<file path="config.mk">
export PLATFORM = sky130hd
export DESIGN_NAME = rtcatm_top
export DESIGN_NICKNAME = d
export VERILOG_FILES = /design/src/logic/rtcatm_pkg.sv /design/src/logic/rtcatm_match.sv /design/src/logic/rtcatm_top.sv
export VERILOG_INCLUDE_DIRS = /design/src /design/src/logic
export SDC_FILE = /design/constraint.sdc
export NUM_CORES = 1
export LEC_CHECK = 0
export ABC_AREA = 1
export BUFFER_PORTS_ARGS = -buffer_cell sky130_fd_sc_hd__buf_2
export CAP_MARGIN = 10
export CELL_PAD_IN_SITES_DETAIL_PLACEMENT = 1
export CELL_PAD_IN_SITES_GLOBAL_PLACEMENT = 1
export CORE_ASPECT_RATIO = 0.6
export CORE_MARGIN = 1.5
export CORE_UTILIZATION = 49
export DETAILED_ROUTE_END_ITERATION = 10
export PLACE_DENSITY_LB_ADDON = 0.3
export SETUP_SLACK_MARGIN = 0.1
export SYNTH_ARGS = -nofsm -noshare
export SYNTH_HDL_FRONTEND = slang
export SYNTH_HIERARCHICAL = 1
export SYNTH_SLANG_ARGS = --single-unit
</file>
<file path="constraint.sdc">
create_clock -name clk_i -period 7.17 [get_ports clk_i]
set_input_delay 0.3585 -clock clk_i [delete_from_list [all_inputs] [get_ports clk_i]]
set_output_delay 0.3585 -clock clk_i [all_outputs]
set_load 0.02 [all_outputs]
</file>
<file path="src/logic/rtcatm_defines.svh">
`ifndef RTCATM_DEFINES_SVH
`define RTCATM_DEFINES_SVH

// register addresses
`define RTCATM_A1_SEC_ADDR  8'h0E
`define RTCATM_A1_MIN_ADDR  8'h0F
`define RTCATM_A1_LIVE_H_COUNTER_ADDR 8'h10
`define RTCATM_A2_SEC_ADDR  8'h15
`define RTCATM_A2_MIN_ADDR  8'h16
`define RTCATM_A2_LIVE_H_COUNTER_ADDR 8'h17
`define RTCATM_REG_RESET    8'h00
// field positions
`define RTCATM_EN_BIT       7
`define RTCATM_HALF_BIT     6
`define RTCATM_SM_MSB       6
`define RTCATM_H_MSB        5
`define RTCATM_H_TENS_LSB   4
`define RTCATM_H_UNITS_MSB  3
// twelve o'clock, in both encodings
`define RTCATM_H12_BIN      6'h0C
`define RTCATM_H12_BCD      6'h12
`define RTCATM_NUM_CH       2

`endif

</file>
<file path="src/logic/rtcatm_pkg.sv">
`default_nettype none
package rtcatm_pkg;
   typedef struct packed {
      logic [7:0] sec;
      logic [7:0] min;
      logic [7:0] live_h_counter;
   } rtcatm_alarm_t;

   typedef struct packed {
      logic [6:0] sec;
      logic [6:0] min;
      logic [5:0] live_h_counter;
      logic       pm;
   } rtcatm_live_t;

   typedef struct packed {
      logic       wr;
      logic       rd;
      logic [7:0] addr;
      logic [7:0] wdata;
   } rtcatm_req_t;
endpackage : rtcatm_pkg
`default_nettype wire

</file>
<file path="src/logic/rtcatm_match.sv">
`include "rtcatm_defines.svh"
`timescale 1ns/1ps
`default_nettype none
module rtcatm_match
   import rtcatm_pkg::*;
(
   // clock and reset
   input  wire logic          clk_i,
   input  wire logic          sys_rst_i,
   // compare values and live time
   input  wire rtcatm_alarm_t alarm_i,
   input  wire rtcatm_live_t  live_i,
   input  wire logic          live_h_counter_format_24_i,
   input  wire logic          bcd_format_i,
   // results
   output logic [2:0]         field_match_o,
   output logic               alarm_event_o
);
   typedef struct packed {
      logic [2:0] match;
      logic       hit;
      logic       event_p;
   } rtcatm_mstate_t;

   rtcatm_mstate_t s_q, s_d;
   logic s_en, m_en, h_en, s_eq, m_eq, h_eq, any_en, all_ok;

   // in 12-live_h_counter mode the half-day bit must match as well
   function automatic logic live_h_counter_eq(input logic [7:0] a,
                                    input rtcatm_live_t l,
                                    input logic f24);
      live_h_counter_eq = (a[`RTCATM_H_MSB:0] == l.live_h_counter) &&
                (f24 || (a[`RTCATM_HALF_BIT] == l.pm));
   endfunction : live_h_counter_eq

   always_comb
   begin
      s_en   = alarm_i.sec[`RTCATM_EN_BIT];
      m_en   = alarm_i.min[`RTCATM_EN_BIT];
      h_en   = alarm_i.live_h_counter[`RTCATM_EN_BIT];
      s_eq   = alarm_i.sec[`RTCATM_SM_MSB:0] == live_i.sec;
      m_eq   = alarm_i.min[`RTCATM_SM_MSB:0] == live_i.min;
      h_eq   = live_h_counter_eq(alarm_i.live_h_counter, live_i, live_h_counter_format_24_i);
      any_en = s_en | m_en | h_en;
      all_ok = any_en && (!s_en || s_eq) && (!m_en || m_eq)
               && (!h_en || h_eq);
      s_d         = s_q;
      s_d.match   = {h_en & h_eq, m_en & m_eq, s_en & s_eq};
      s_d.hit     = all_ok;
      s_d.event_p = all_ok && !s_q.hit;
   end

   always_ff @(posedge clk_i or posedge sys_rst_i)
   begin
      if (sys_rst_i)
         s_q <= '0;
      else
         s_q <= s_d;
   end

   assign field_match_o = s_q.match;
   assign alarm_event_o = s_q.event_p;

   // encoding is transparent to an equality compare
   logic unused_bcd;
   assign unused_bcd = bcd_format_i;

   property p_event_once;
      @(posedge clk_i) disable iff (sys_rst_i)
      alarm_event_o |=> !alarm_event_o;
   endproperty
   a_event_once: assert property (p_event_once)
      else $error("alarm event lasted more than one cycle");

   property p_no_en_no_event;
      @(posedge clk_i) disable iff (sys_rst_i)
      !(alarm_i.sec[`RTCATM_EN_BIT] | alarm_i.min[`RTCATM_EN_BIT] |
        alarm_i.live_h_counter[`RTCATM_EN_BIT]) |=> !s_q.hit;
   endproperty
   a_no_en_no_event: assert property (p_no_en_no_event)
      else $error("hit with no field enabled");

   property p_sec_match;
      @(posedge clk_i) disable iff (sys_rst_i)
      (alarm_i.sec[`RTCATM_EN_BIT] &&
       alarm_i.sec[`RTCATM_SM_MSB:0] == live_i.sec) |=>
      field_match_o[0];
   endproperty
   a_sec_match: assert property (p_sec_match)
      else $error("seconds match missed");

   property p_min_off;
      @(posedge clk_i) disable iff (sys_rst_i)
      !alarm_i.min[`RTCATM_EN_BIT] |=> !field_match_o[1];
   endproperty
   a_min_off: assert property (p_min_off)
      else $error("disabled minutes matched");

   property p_live_h_counter_pm;
      @(posedge clk_i) disable iff (sys_rst_i)
      (!live_h_counter_format_24_i &&
       alarm_i.live_h_counter[`RTCATM_HALF_BIT] != live_i.pm) |=>
      !field_match_o[2];
   endproperty
   a_live_h_counter_pm: assert property (p_live_h_counter_pm)
      else $error("live_h_counter matched across half day");

   property p_live_h_counter_24;
      @(posedge clk_i) disable iff (sys_rst_i)
      (live_h_counter_format_24_i && alarm_i.live_h_counter[`RTCATM_EN_BIT] &&
       alarm_i.live_h_counter[`RTCATM_H_MSB:0] == live_i.live_h_counter) |=> field_match_o[2];
   endproperty
   a_live_h_counter_24: assert property (p_live_h_counter_24)
      else $error("24-live_h_counter match missed");

   c_event: cover property (@(posedge clk_i) alarm_event_o);
   c_pm: cover property (@(posedge clk_i)
      !live_h_counter_format_24_i && field_match_o[2]);
endmodule : rtcatm_match
`default_nettype wire

</file>
<file path="src/logic/rtcatm_top.sv">
// Function
// - seconds field compares when bit 7 set
// - minutes field compares when bit 7 set
// - hours field compares when bit 7 set
// - writes land in holding buffer until commit
// - readback refreshes only on refresh request
// - half-day bit counts only in 12h mode
// - format control 1 means 24-live_h_counter hours
// - format bit picks binary or BCD encoding
`include "rtcatm_defines.svh"
`timescale 1ns/1ps
`default_nettype none
module rtcatm_top
   import rtcatm_pkg::*;
#(
   parameter int NUM_CH = `RTCATM_NUM_CH
)
(
   // clock and resets
   input  wire logic               clk_i,
   input  wire logic               sys_rst_i,
   input  wire logic               backup_uvlo_i,
   // register access from the serial slave
   input  wire rtcatm_req_t        req_i,
   input  wire logic               write_commit_request_i,
   input  wire logic               read_refresh_request_i,
   output logic [7:0]              rdata_o,
   output logic                    rvalid_o,
   // live time and format
   input  wire rtcatm_live_t       live_i,
   input  wire logic               live_h_counter_format_24_i,
   input  wire logic               bcd_format_i,
   // alarm results
   output logic [NUM_CH-1:0]       alarm_event_o,
   output logic [NUM_CH*3-1:0]     field_match_o
);
   // only the undervoltage clears the buffers; sys_rst_i keeps them
   typedef struct packed {
      rtcatm_alarm_t [NUM_CH-1:0] hold;
      rtcatm_alarm_t [NUM_CH-1:0] active;
      rtcatm_alarm_t [NUM_CH-1:0] rback;
   } rtcatm_regs_t;

   typedef struct packed {
      logic [7:0] rdata;
      logic       rvalid;
   } rtcatm_bus_t;

   rtcatm_regs_t r_q, r_d;
   rtcatm_bus_t  b_q, b_d;
   logic [NUM_CH-1:0]   ev_w;
   logic [NUM_CH*3-1:0] fm_w;

   // returns channel*3+field, or all ones when unmapped
   function automatic logic [3:0] decode(input logic [7:0] a);
      case (a)
         `RTCATM_A1_SEC_ADDR:  decode = 4'h0;
         `RTCATM_A1_MIN_ADDR:  decode = 4'h1;
         `RTCATM_A1_LIVE_H_COUNTER_ADDR: decode = 4'h2;
         `RTCATM_A2_SEC_ADDR:  decode = 4'h3;
         `RTCATM_A2_MIN_ADDR:  decode = 4'h4;
         `RTCATM_A2_LIVE_H_COUNTER_ADDR: decode = 4'h5;
         default:              decode = 4'hF;
      endcase
   endfunction : decode

   function automatic logic [7:0] pick(input rtcatm_alarm_t a,
                                       input logic [1:0] f);
      case (f)
         2'h0:    pick = a.sec;
         2'h1:    pick = a.min;
         default: pick = a.live_h_counter;
      endcase
   endfunction : pick

   logic [3:0] idx;
   logic [1:0] fld;
   logic       ch;

   always_comb
   begin
      idx = decode(req_i.addr);
      ch  = (idx >= 4'h3);
      fld = ch ? 2'(idx - 4'h3) : idx[1:0];
      r_d = r_q;
      if (req_i.wr && idx != 4'hF)
      begin
         case (fld)
            2'h0:    r_d.hold[ch].sec  = req_i.wdata;
            2'h1:    r_d.hold[ch].min  = req_i.wdata;
            default: r_d.hold[ch].live_h_counter = req_i.wdata;
         endcase
      end
      // commit sees this cycle's write too, so nothing is lost
      if (write_commit_request_i)
         r_d.active = r_d.hold;
      if (read_refresh_request_i)
         r_d.rback = r_q.active;
      b_d.rvalid = req_i.rd;
      b_d.rdata  = `RTCATM_REG_RESET;
      if (req_i.rd && idx != 4'hF)
         b_d.rdata = pick(r_q.rback[ch], fld);
   end

   always_ff @(posedge clk_i or posedge backup_uvlo_i)
   begin
      if (backup_uvlo_i)
         r_q <= '0;
      else
         r_q <= r_d;
   end

   always_ff @(posedge clk_i or posedge sys_rst_i)
   begin
      if (sys_rst_i)
         b_q <= '0;
      else
         b_q <= b_d;
   end

   genvar g;
   generate
      for (g = 0; g < NUM_CH; g++)
      begin : g_ch
         rtcatm_match u_match (
            .clk_i            (clk_i),
            .sys_rst_i        (sys_rst_i),
            .alarm_i          (r_q.active[g]),
            .live_i           (live_i),
            .live_h_counter_format_24_i (live_h_counter_format_24_i),
            .bcd_format_i     (bcd_format_i),
            .field_match_o    (fm_w[g*3 +: 3]),
            .alarm_event_o    (ev_w[g])
         );
      end
   endgenerate

   assign rdata_o       = b_q.rdata;
   assign rvalid_o      = b_q.rvalid;
   assign alarm_event_o = ev_w;
   assign field_match_o = fm_w;

   property p_hold_only;
      @(posedge clk_i) disable iff (backup_uvlo_i)
      !write_commit_request_i |=> r_q.active == $past(r_q.active);
   endproperty
   a_hold_only: assert property (p_hold_only)
      else $error("active changed without commit");

   property p_commit;
      @(posedge clk_i) disable iff (backup_uvlo_i)
      (req_i.wr && req_i.addr == `RTCATM_A1_SEC_ADDR &&
       write_commit_request_i)
      |=> r_q.active[0].sec == $past(req_i.wdata);
   endproperty
   a_commit: assert property (p_commit)
      else $error("commit lost same-cycle write");

   property p_frozen;
      @(posedge clk_i) disable iff (backup_uvlo_i)
      !read_refresh_request_i |=> r_q.rback == $past(r_q.rback);
   endproperty
   a_frozen: assert property (p_frozen)
      else $error("readback changed without refresh");

   property p_refresh;
      @(posedge clk_i) disable iff (backup_uvlo_i)
      read_refresh_request_i |=> r_q.rback == $past(r_q.active);
   endproperty
   a_refresh: assert property (p_refresh)
      else $error("refresh did not copy active");

   property p_uvlo;
      @(posedge clk_i) backup_uvlo_i |-> r_q == '0;
   endproperty
   a_uvlo: assert property (p_uvlo)
      else $error("registers not cleared by undervoltage");

   // bus side answers in the cycle after the request is taken
   property p_rvalid;
      @(posedge clk_i) disable iff (sys_rst_i)
      req_i.rd |=> rvalid_o;
   endproperty
   a_rvalid: assert property (p_rvalid)
      else $error("read not answered");

   property p_no_rvalid;
      @(posedge clk_i) disable iff (sys_rst_i)
      !req_i.rd |=> !rvalid_o;
   endproperty
   a_no_rvalid: assert property (p_no_rvalid)
      else $error("read answer without request");

   // unmapped reads answer with the reset pattern, never stale data
   property p_unmapped;
      @(posedge clk_i) disable iff (sys_rst_i)
      (req_i.rd && decode(req_i.addr) == 4'hF) |=>
      rdata_o == `RTCATM_REG_RESET;
   endproperty
   a_unmapped: assert property (p_unmapped)
      else $error("unmapped read returned data");

   property p_read_back;
      @(posedge clk_i) disable iff (sys_rst_i || backup_uvlo_i)
      (req_i.rd && req_i.addr == `RTCATM_A1_MIN_ADDR) |=>
      rdata_o == $past(r_q.rback[0].min);
   endproperty
   a_read_back: assert property (p_read_back)
      else $error("read did not return frozen copy");

   property p_hold_wr;
      @(posedge clk_i) disable iff (backup_uvlo_i)
      (req_i.wr && req_i.addr == `RTCATM_A2_LIVE_H_COUNTER_ADDR) |=>
      r_q.hold[1].live_h_counter == $past(req_i.wdata);
   endproperty
   a_hold_wr: assert property (p_hold_wr)
      else $error("write did not land in holding buffer");

   c_commit: cover property (@(posedge clk_i) write_commit_request_i);
   c_refresh: cover property (@(posedge clk_i) read_refresh_request_i);
   c_read: cover property (@(posedge clk_i) rvalid_o);
endmodule : rtcatm_top
`default_nettype wire
</file>
==> results.json, run 1 <==
{
  "startpoint_type": "primary input",
  "synth_area_mm2": 0.00806,
  "grt_pass1_vias": 6875,
  "hold_viol_final": 0,
  "arrival_ps": 3600,
  "drcViolationCount": 0,
  "setup_viol": 0,
  "start_util_pct": 49.8,
  "avgSynthCellArea_um2": 8.17,
  "place_inst": 1221,
  "grt_pass1_wl_mm": 38.3,
  "grt_util_all_layers_pct": 29.9,
  "power_leakage_nw": 4.88,
  "syn_to_final_growth_pct": 11.8,
  "setup_tns_ps": 0,
  "synth_fp_nets": 1033,
  "slew-limit-headroom_pct": 21.9,
  "cts_buffer_depth": 2,
  "ir_drop_mv": 0.160,
  "cts_buffers": 17,
  "cp-end-kind": "flip-flop",
  "clk-insertion-delay-late_ps": 430,
  "clk_pin_slew_worst_paths_ps": 70,
  "root_buffer": "clkbuf_16",
  "synth.most_common_cell": "nand2_1",
  "crit_fanout": 19,
  "htreeDepth": 4,
  "drt_iter0_markers": 428,
  "antenna_found_initial": 0,
  "ys_top_cells_by_area": "dfrtp_1 51%, nand2_1 18%, inv_1 6.3%",
  "wire_per_inst_um": 19.2,
  "fin_crit_sh_pct": 46.0,
  "final_max_slew_viol_count": 0,
  "die_y_um": 102,
  "cts_tree": "built",
  "grt_overflow_total": 0,
  "io_buffer_count": 61,
  "ys_async_sr_fraction_pct": 100,
  "postRouteWirelength_mm": 24.0,
  "fillers": 1986,
  "synth_edf_count": 0,
  "ys.flop_type": "dfrtp_1",
  "synth_cell_types": 39,
  "dr.pass1.iters": 4,
  "synthCells": 986,
  "hpwl_mm": 16.1,
  "max_cap_viol_count": 0,
  "viasPerCell": 5.31,
  "core_area_mm2": 0.0162,
  "row_count": 36,
  "cts_setup_buffers": 0,
  "seq_area_frac_synth_pct": 50.6,
  "fin_nets": 1079,
  "post-route-min-period_ps": 3300,
  "drive_gt1_share_pct": 15.8,
  "yosys.area.top_type_share_pct": 50.6,
  "yosys.area.top_type": "dfrtp_1",
  "pin_count": 63,
  "finClkSkew_ps": 14.2,
  "die_area_mm2": 0.0172,
  "numClockSinks": 163,
  "finalNonFillerCells": 1253,
  "crit_required_ps": 7470,
  "synth_seq_cells": 163,
  "ant_nets": 0,
  "critPathKind": "in2reg",
  "place.gp.congestion": 0.805,
  "tightest_slew_ps": 1170,
  "powerDensity_mw_per_mm2": 247,
  "synth_common_cells": "378 x nand2_1, 163 x dfrtp_1, 135 x inv_1",
  "die_w_um": 169,
  "outcome": "complete, no violations",
  "vias": 6656,
  "grt_max_degree": 97,
  "rsz0062_at_grt": "no",
  "n_antenna_cell": 0,
  "synth_warnings": 6,
  "fmaxAchievable_mhz": 303,
  "hp-class": "in2reg"
}
==> timing repair <==
action	CTS	global route
hold buffers	1	0
endpoints found under the hold margin	19	0
resized for setup	0	0
==> cell usage in the layout (no fill, tap or decap), types with 5 or more instances in the layout <==
master / instances
a22oi_1: 6
a31oi_1: 6
and2_1: 9
buf_2: 61
clkbuf_16: 17
dfrtp_1: 163
inv_1: 134
inv_6: 5
mux2_2: 24
nand2_1: 378
nand2_2: 6
nand3_1: 43
nand3_2: 9
nand4_1: 11
nor2_1: 54
o21ai_0: 55
xnor2_1: 10
==> report_power, final <==
part           internal, mW  total [mW]  switching, mW
clock                 0.517       0.930          0.413
combinational        0.0878       0.260          0.172
sequential            0.981        1.03         0.0491
total                  1.59        2.22          0.634
==> per-stage QoR <==
stage	hold WS (ps)	cell area (um^2)	setup slack, ps	power, mW	utilization [%]
floorplan	137	8060	2950	1.20	-
global placement	297	8420	3670	1.28	52.0
detailed placement	308	8420	3580	1.30	52.0
CTS	66.2	9010	3950	2.22	55.7
global route	63.9	9010	3710	2.30	55.7
finish	71.0	9010	3870	2.22	55.7
==> final timing paths <==
path / from / cells past startpoint / to / slack [ps]
setup / recovery: req_i[14] / 18 / r_q[86] / 3870
hold / removal: req_i[16] / 1 / rvalid_o / 70
setup reg to reg: r_q[95] / 8 / g_ch[1].u_match/alarm_event_o / 5670
hold reg to reg: g_ch[1].u_match/s_q[1] / 1 / g_ch[1].u_match/alarm_event_o / 410
max in group asynchronous: backup_uvlo_i / 3 / r_q[119] / 5880
min in group asynchronous: backup_uvlo_i / 2 / r_q[126] / 100
==> cell families (layout without fill, tap and decap cells) <==
logic type	count (synthesis)	after routing	share of synthesized area (%)
flops	163	163	50.6
fa+ha+maj	1	1	0.155
xor+xnor	10	10	1.09
simple gates	532	532	29.5
mux	24	24	3.35
compound gates	78	78	5.75
buf+inv	178	236	9.50
==> sequential cells by signal, summed over array words and instances (netlist names) <==
| signal | cells |
|---|---|
| r_q | 144 |
| g_ch.u_match/s_q | 2 |
| rdata_o | 8 |
| g_ch.u_match/alarm_event_o | 2 |
| rvalid_o | 1 |
| g_ch.u_match/field_match_o | 6 |
==> worst max-delay path, cell delays in order <==
cell	delay, ps
buf_2	100
inv_1	40
nand2_1	110
nor2_8	170
nand3_4	120
nand3_4	110
nand2_2	100
ha_1	260
a21oi_4	210
inv_2	70
nor2_1	870
inv_1	290
nand2_8	200
nor2_8	100
nand3_1	150
nand2_1	120
nand3_1	130
nand2_1	80
==> routing by layer <==
metal / up-vias / routed length [um] / global-route usage (%) / part of all wire (%)
li1: 3116 / - / - / -
met1: 3298 / 11300 / 42.5 / 47
met2: 210 / 10800 / 46.9 / 45
met3: 30 / 1500 / 5.62 / 6.2
met4: 2 / 398 / 8.86 / 1.7
met5: - / 78 / 3.26 / 0.32
==> final cells by class <==
type	count	area, um^2	share of cell area (%)
clock buffer	18	429	4.77
tap	209	262	2.90
sequential	163	4080	45.3
inverter	139	528	5.86
timing repair buffer	66	345	3.83
multi-input combinational	645	3210	35.7
clock inverter	13	151	1.68
Note: power is estimated with default switching activity, not from simulation.
==> run 2, diff against run 1 <==
--- a/config.mk
+++ b/config.mk
@@ -13,7 +13,7 @@
 export CELL_PAD_IN_SITES_GLOBAL_PLACEMENT = 1
 export CORE_ASPECT_RATIO = 0.6
 export CORE_MARGIN = 1.5
-export CORE_UTILIZATION = 49
+export CORE_UTILIZATION = 45
 export DETAILED_ROUTE_END_ITERATION = 10
 export PLACE_DENSITY_LB_ADDON = 0.3
 export SETUP_SLACK_MARGIN = 0.1
==> constraint.sdc (replaced) <==
create_clock -name clk_i -period 3.4 [get_ports clk_i]
set_input_delay 0.17 -clock clk_i [delete_from_list [all_inputs] [get_ports clk_i]]
set_output_delay 0.17 -clock clk_i [all_outputs]
set_load 0.02 [all_outputs]
==> run 2 against run 1 <==
Compared with the run above:
- clock power is 110% higher
- clock skew shrank 5.5 ps
- register-to-register slack worse by 3700 ps
- via count fell by 0.59%
- critical path depth did not move
- sequential power is 110% higher
- first-iteration DRC count is 30% higher
- worst setup slack got worse by 2800 ps
- sequential share of layout area fell by 0.74 points
- highest routed layer is now met4
==> results.json, run 2 (synthesized netlist as in run 1, its figures left out) <==
{
  "vias": 6617,
  "wire_per_inst_um": 17.8,
  "finClkSkew_ps": 8.66,
  "drive_gt1_share_pct": 15.9,
  "crit_fanout": 19,
  "reg2reg_depth": 8,
  "n_antenna_cell": 0,
  "utilization_pct": 52.9,
  "max_cap_viol_count": 0,
  "die_w_um": 176,
  "grt_pass1_wl_mm": 37.5,
  "startpoint_type": "primary input",
  "largest-register": "r_q",
  "cts_buffer_depth": 2,
  "clk_pin_slew_worst_paths_ps": 60,
  "outcome": "complete, no violations",
  "post-route-min-period_ps": 2380,
  "start_util_pct": 46.5,
  "power.total_mw": 4.64,
  "fmaxAchievable_mhz": 420,
  "syn_to_final_growth_pct": 13.6,
  "fin_nets": 1091,
  "hold_viol_final": 0,
  "grt_max_degree": 73,
  "antenna_found_initial": 0,
  "layout_common_cells": "378 x nand2_1, 163 x dfrtp_1, 133 x inv_1",
  "crit_required_ps": 3710,
  "die_area_mm2": 0.0187,
  "postRouteWirelength_mm": 22.9,
  "rsz0062_at_grt": "no",
  "ir_drop_mv": 0.363,
  "rrSetupSlack_ps": 1950,
  "core_area_mm2": 0.0173,
  "ant_nets": 0,
  "layout_commonest_cell": "nand2_1",
  "setup_tns_ps": 0,
  "viasPerCell": 5.13,
  "place.gp.congestion": 0.814,
  "htreeDepth": 4,
  "cts_tree": "built",
  "die_y_um": 107,
  "fillers": 2121,
  "drcViolationCount": 0,
  "root_buffer": "clkbuf_16",
  "dr.pass1.iters": 5,
  "powerDensity_mw_per_mm2": 507,
  "reg2reg_to": "g_ch[1].u_match/alarm_event_o",
  "hp-class": "in2reg",
  "critPathLaunch": "req_i[13]",
  "critPathKind": "in2reg",
  "pin_count": 63,
  "clk-insertion-delay-late_ps": 430,
  "grt_util_all_layers_pct": 26.6,
  "row_count": 37,
  "largest_reg_flops": 144,
  "tightest_slew_ps": 1000,
  "final_max_slew_viol_count": 0,
  "setup_viol": 0,
  "arrival_ps": 2690,
  "grt_pass1_vias": 6752,
  "power_leakage_nw": 4.94,
  "fin_crit_sh_pct": 70.0,
  "cts_buffers": 17,
  "reg2reg_from": "r_q[95]",
  "crit_end": "r_q[62]",
  "cts-resized-gates": 0,
  "numClockSinks": 163,
  "slew-limit-headroom_pct": 33.0,
  "cp-end-kind": "flip-flop",
  "io_buffer_count": 61,
  "drt_iter0_markers": 557,
  "hpwl_mm": 16.6,
  "grt_overflow_total": 0
}
## run 2: what timing repair did
action | in CTS | in global routing
hold buffers | 7 | 0
setup buffers | 0 | 0
endpoints found under the hold margin | 65 | 0
## run 2: power by group
part / total, mW / switching (mW) / leakage [nW] / internal, mW
clock network: 1.92 / 0.779 / 0.274 / 1.14
registers: 2.17 / 0.101 / 2.14 / 2.07
logic: 0.545 / 0.348 / 2.52 / 0.197
## run 2: final cells by class
class	instances	area, um^2	share of cell area (%)
sequential	163	4080	44.6
timing repair buffer	78	463	5.06
multi-input combinational	645	3210	35.1
inverter	139	527	5.75
clock inverter	7	96.3	1.05
clock buffer	25	485	5.30
tap	234	293	3.20
## run 2: critical path, cell delays in order
cell	delay, ps
buf_2	110
inv_1	60
nand2_2	80
nor2_8	180
nand3_4	120
nand3_4	110
nand2_2	90
ha_1	240
a21oi_4	210
inv_2	70
nor2_1	320
inv_1	210
nand2_8	160
nor2_8	100
nand3_1	90
nand2_1	80
nand3_1	180
nand2_1	80
## run 2: per-stage QoR
| stage | hold slack [ps] | instances | instance area [um^2] | setup WS (ps) |
|---|---|---|---|---|
| 3_5_place_dp | 116 | 1252 | 8500 | 614 |
| 2_1_floorplan | -51.5 | 986 | 8060 | 1260 |
| 4_1_cts | 0.0283 | 1291 | 9160 | 999 |
| 3_3_place_gp | 104 | 1252 | 8500 | 684 |
| 5_1_grt | 11.0 | 1291 | 9160 | 797 |
| 6_report | 16.1 | 1291 | 9160 | 1020 |
## run 2: how the worst min path moves through the flow
stage                                       end      start  slack, ps  cells after the start
2_1_floorplan     g_ch[0].u_match/alarm_event_o  sys_rst_i        -50                      1
3_3_place_gp   g_ch[1].u_match/field_match_o[0]  sys_rst_i        100                      2
3_5_place_dp      g_ch[1].u_match/alarm_event_o  sys_rst_i        120                      2
4_1_cts                                r_q[125]   req_i[5]       0.03                      3
5_1_grt                                r_q[125]   req_i[5]         10                      3
6_report                               r_q[125]   req_i[5]         20                      3
## run 2: routing by layer
metal	part of all wire [%]	track usage, %	up-vias
met5	0	0	-
met4	0.91	5.56	0
met3	4.8	4.96	22
met2	43	39.7	145
met1	51	40.0	3309
li1	-	-	3141
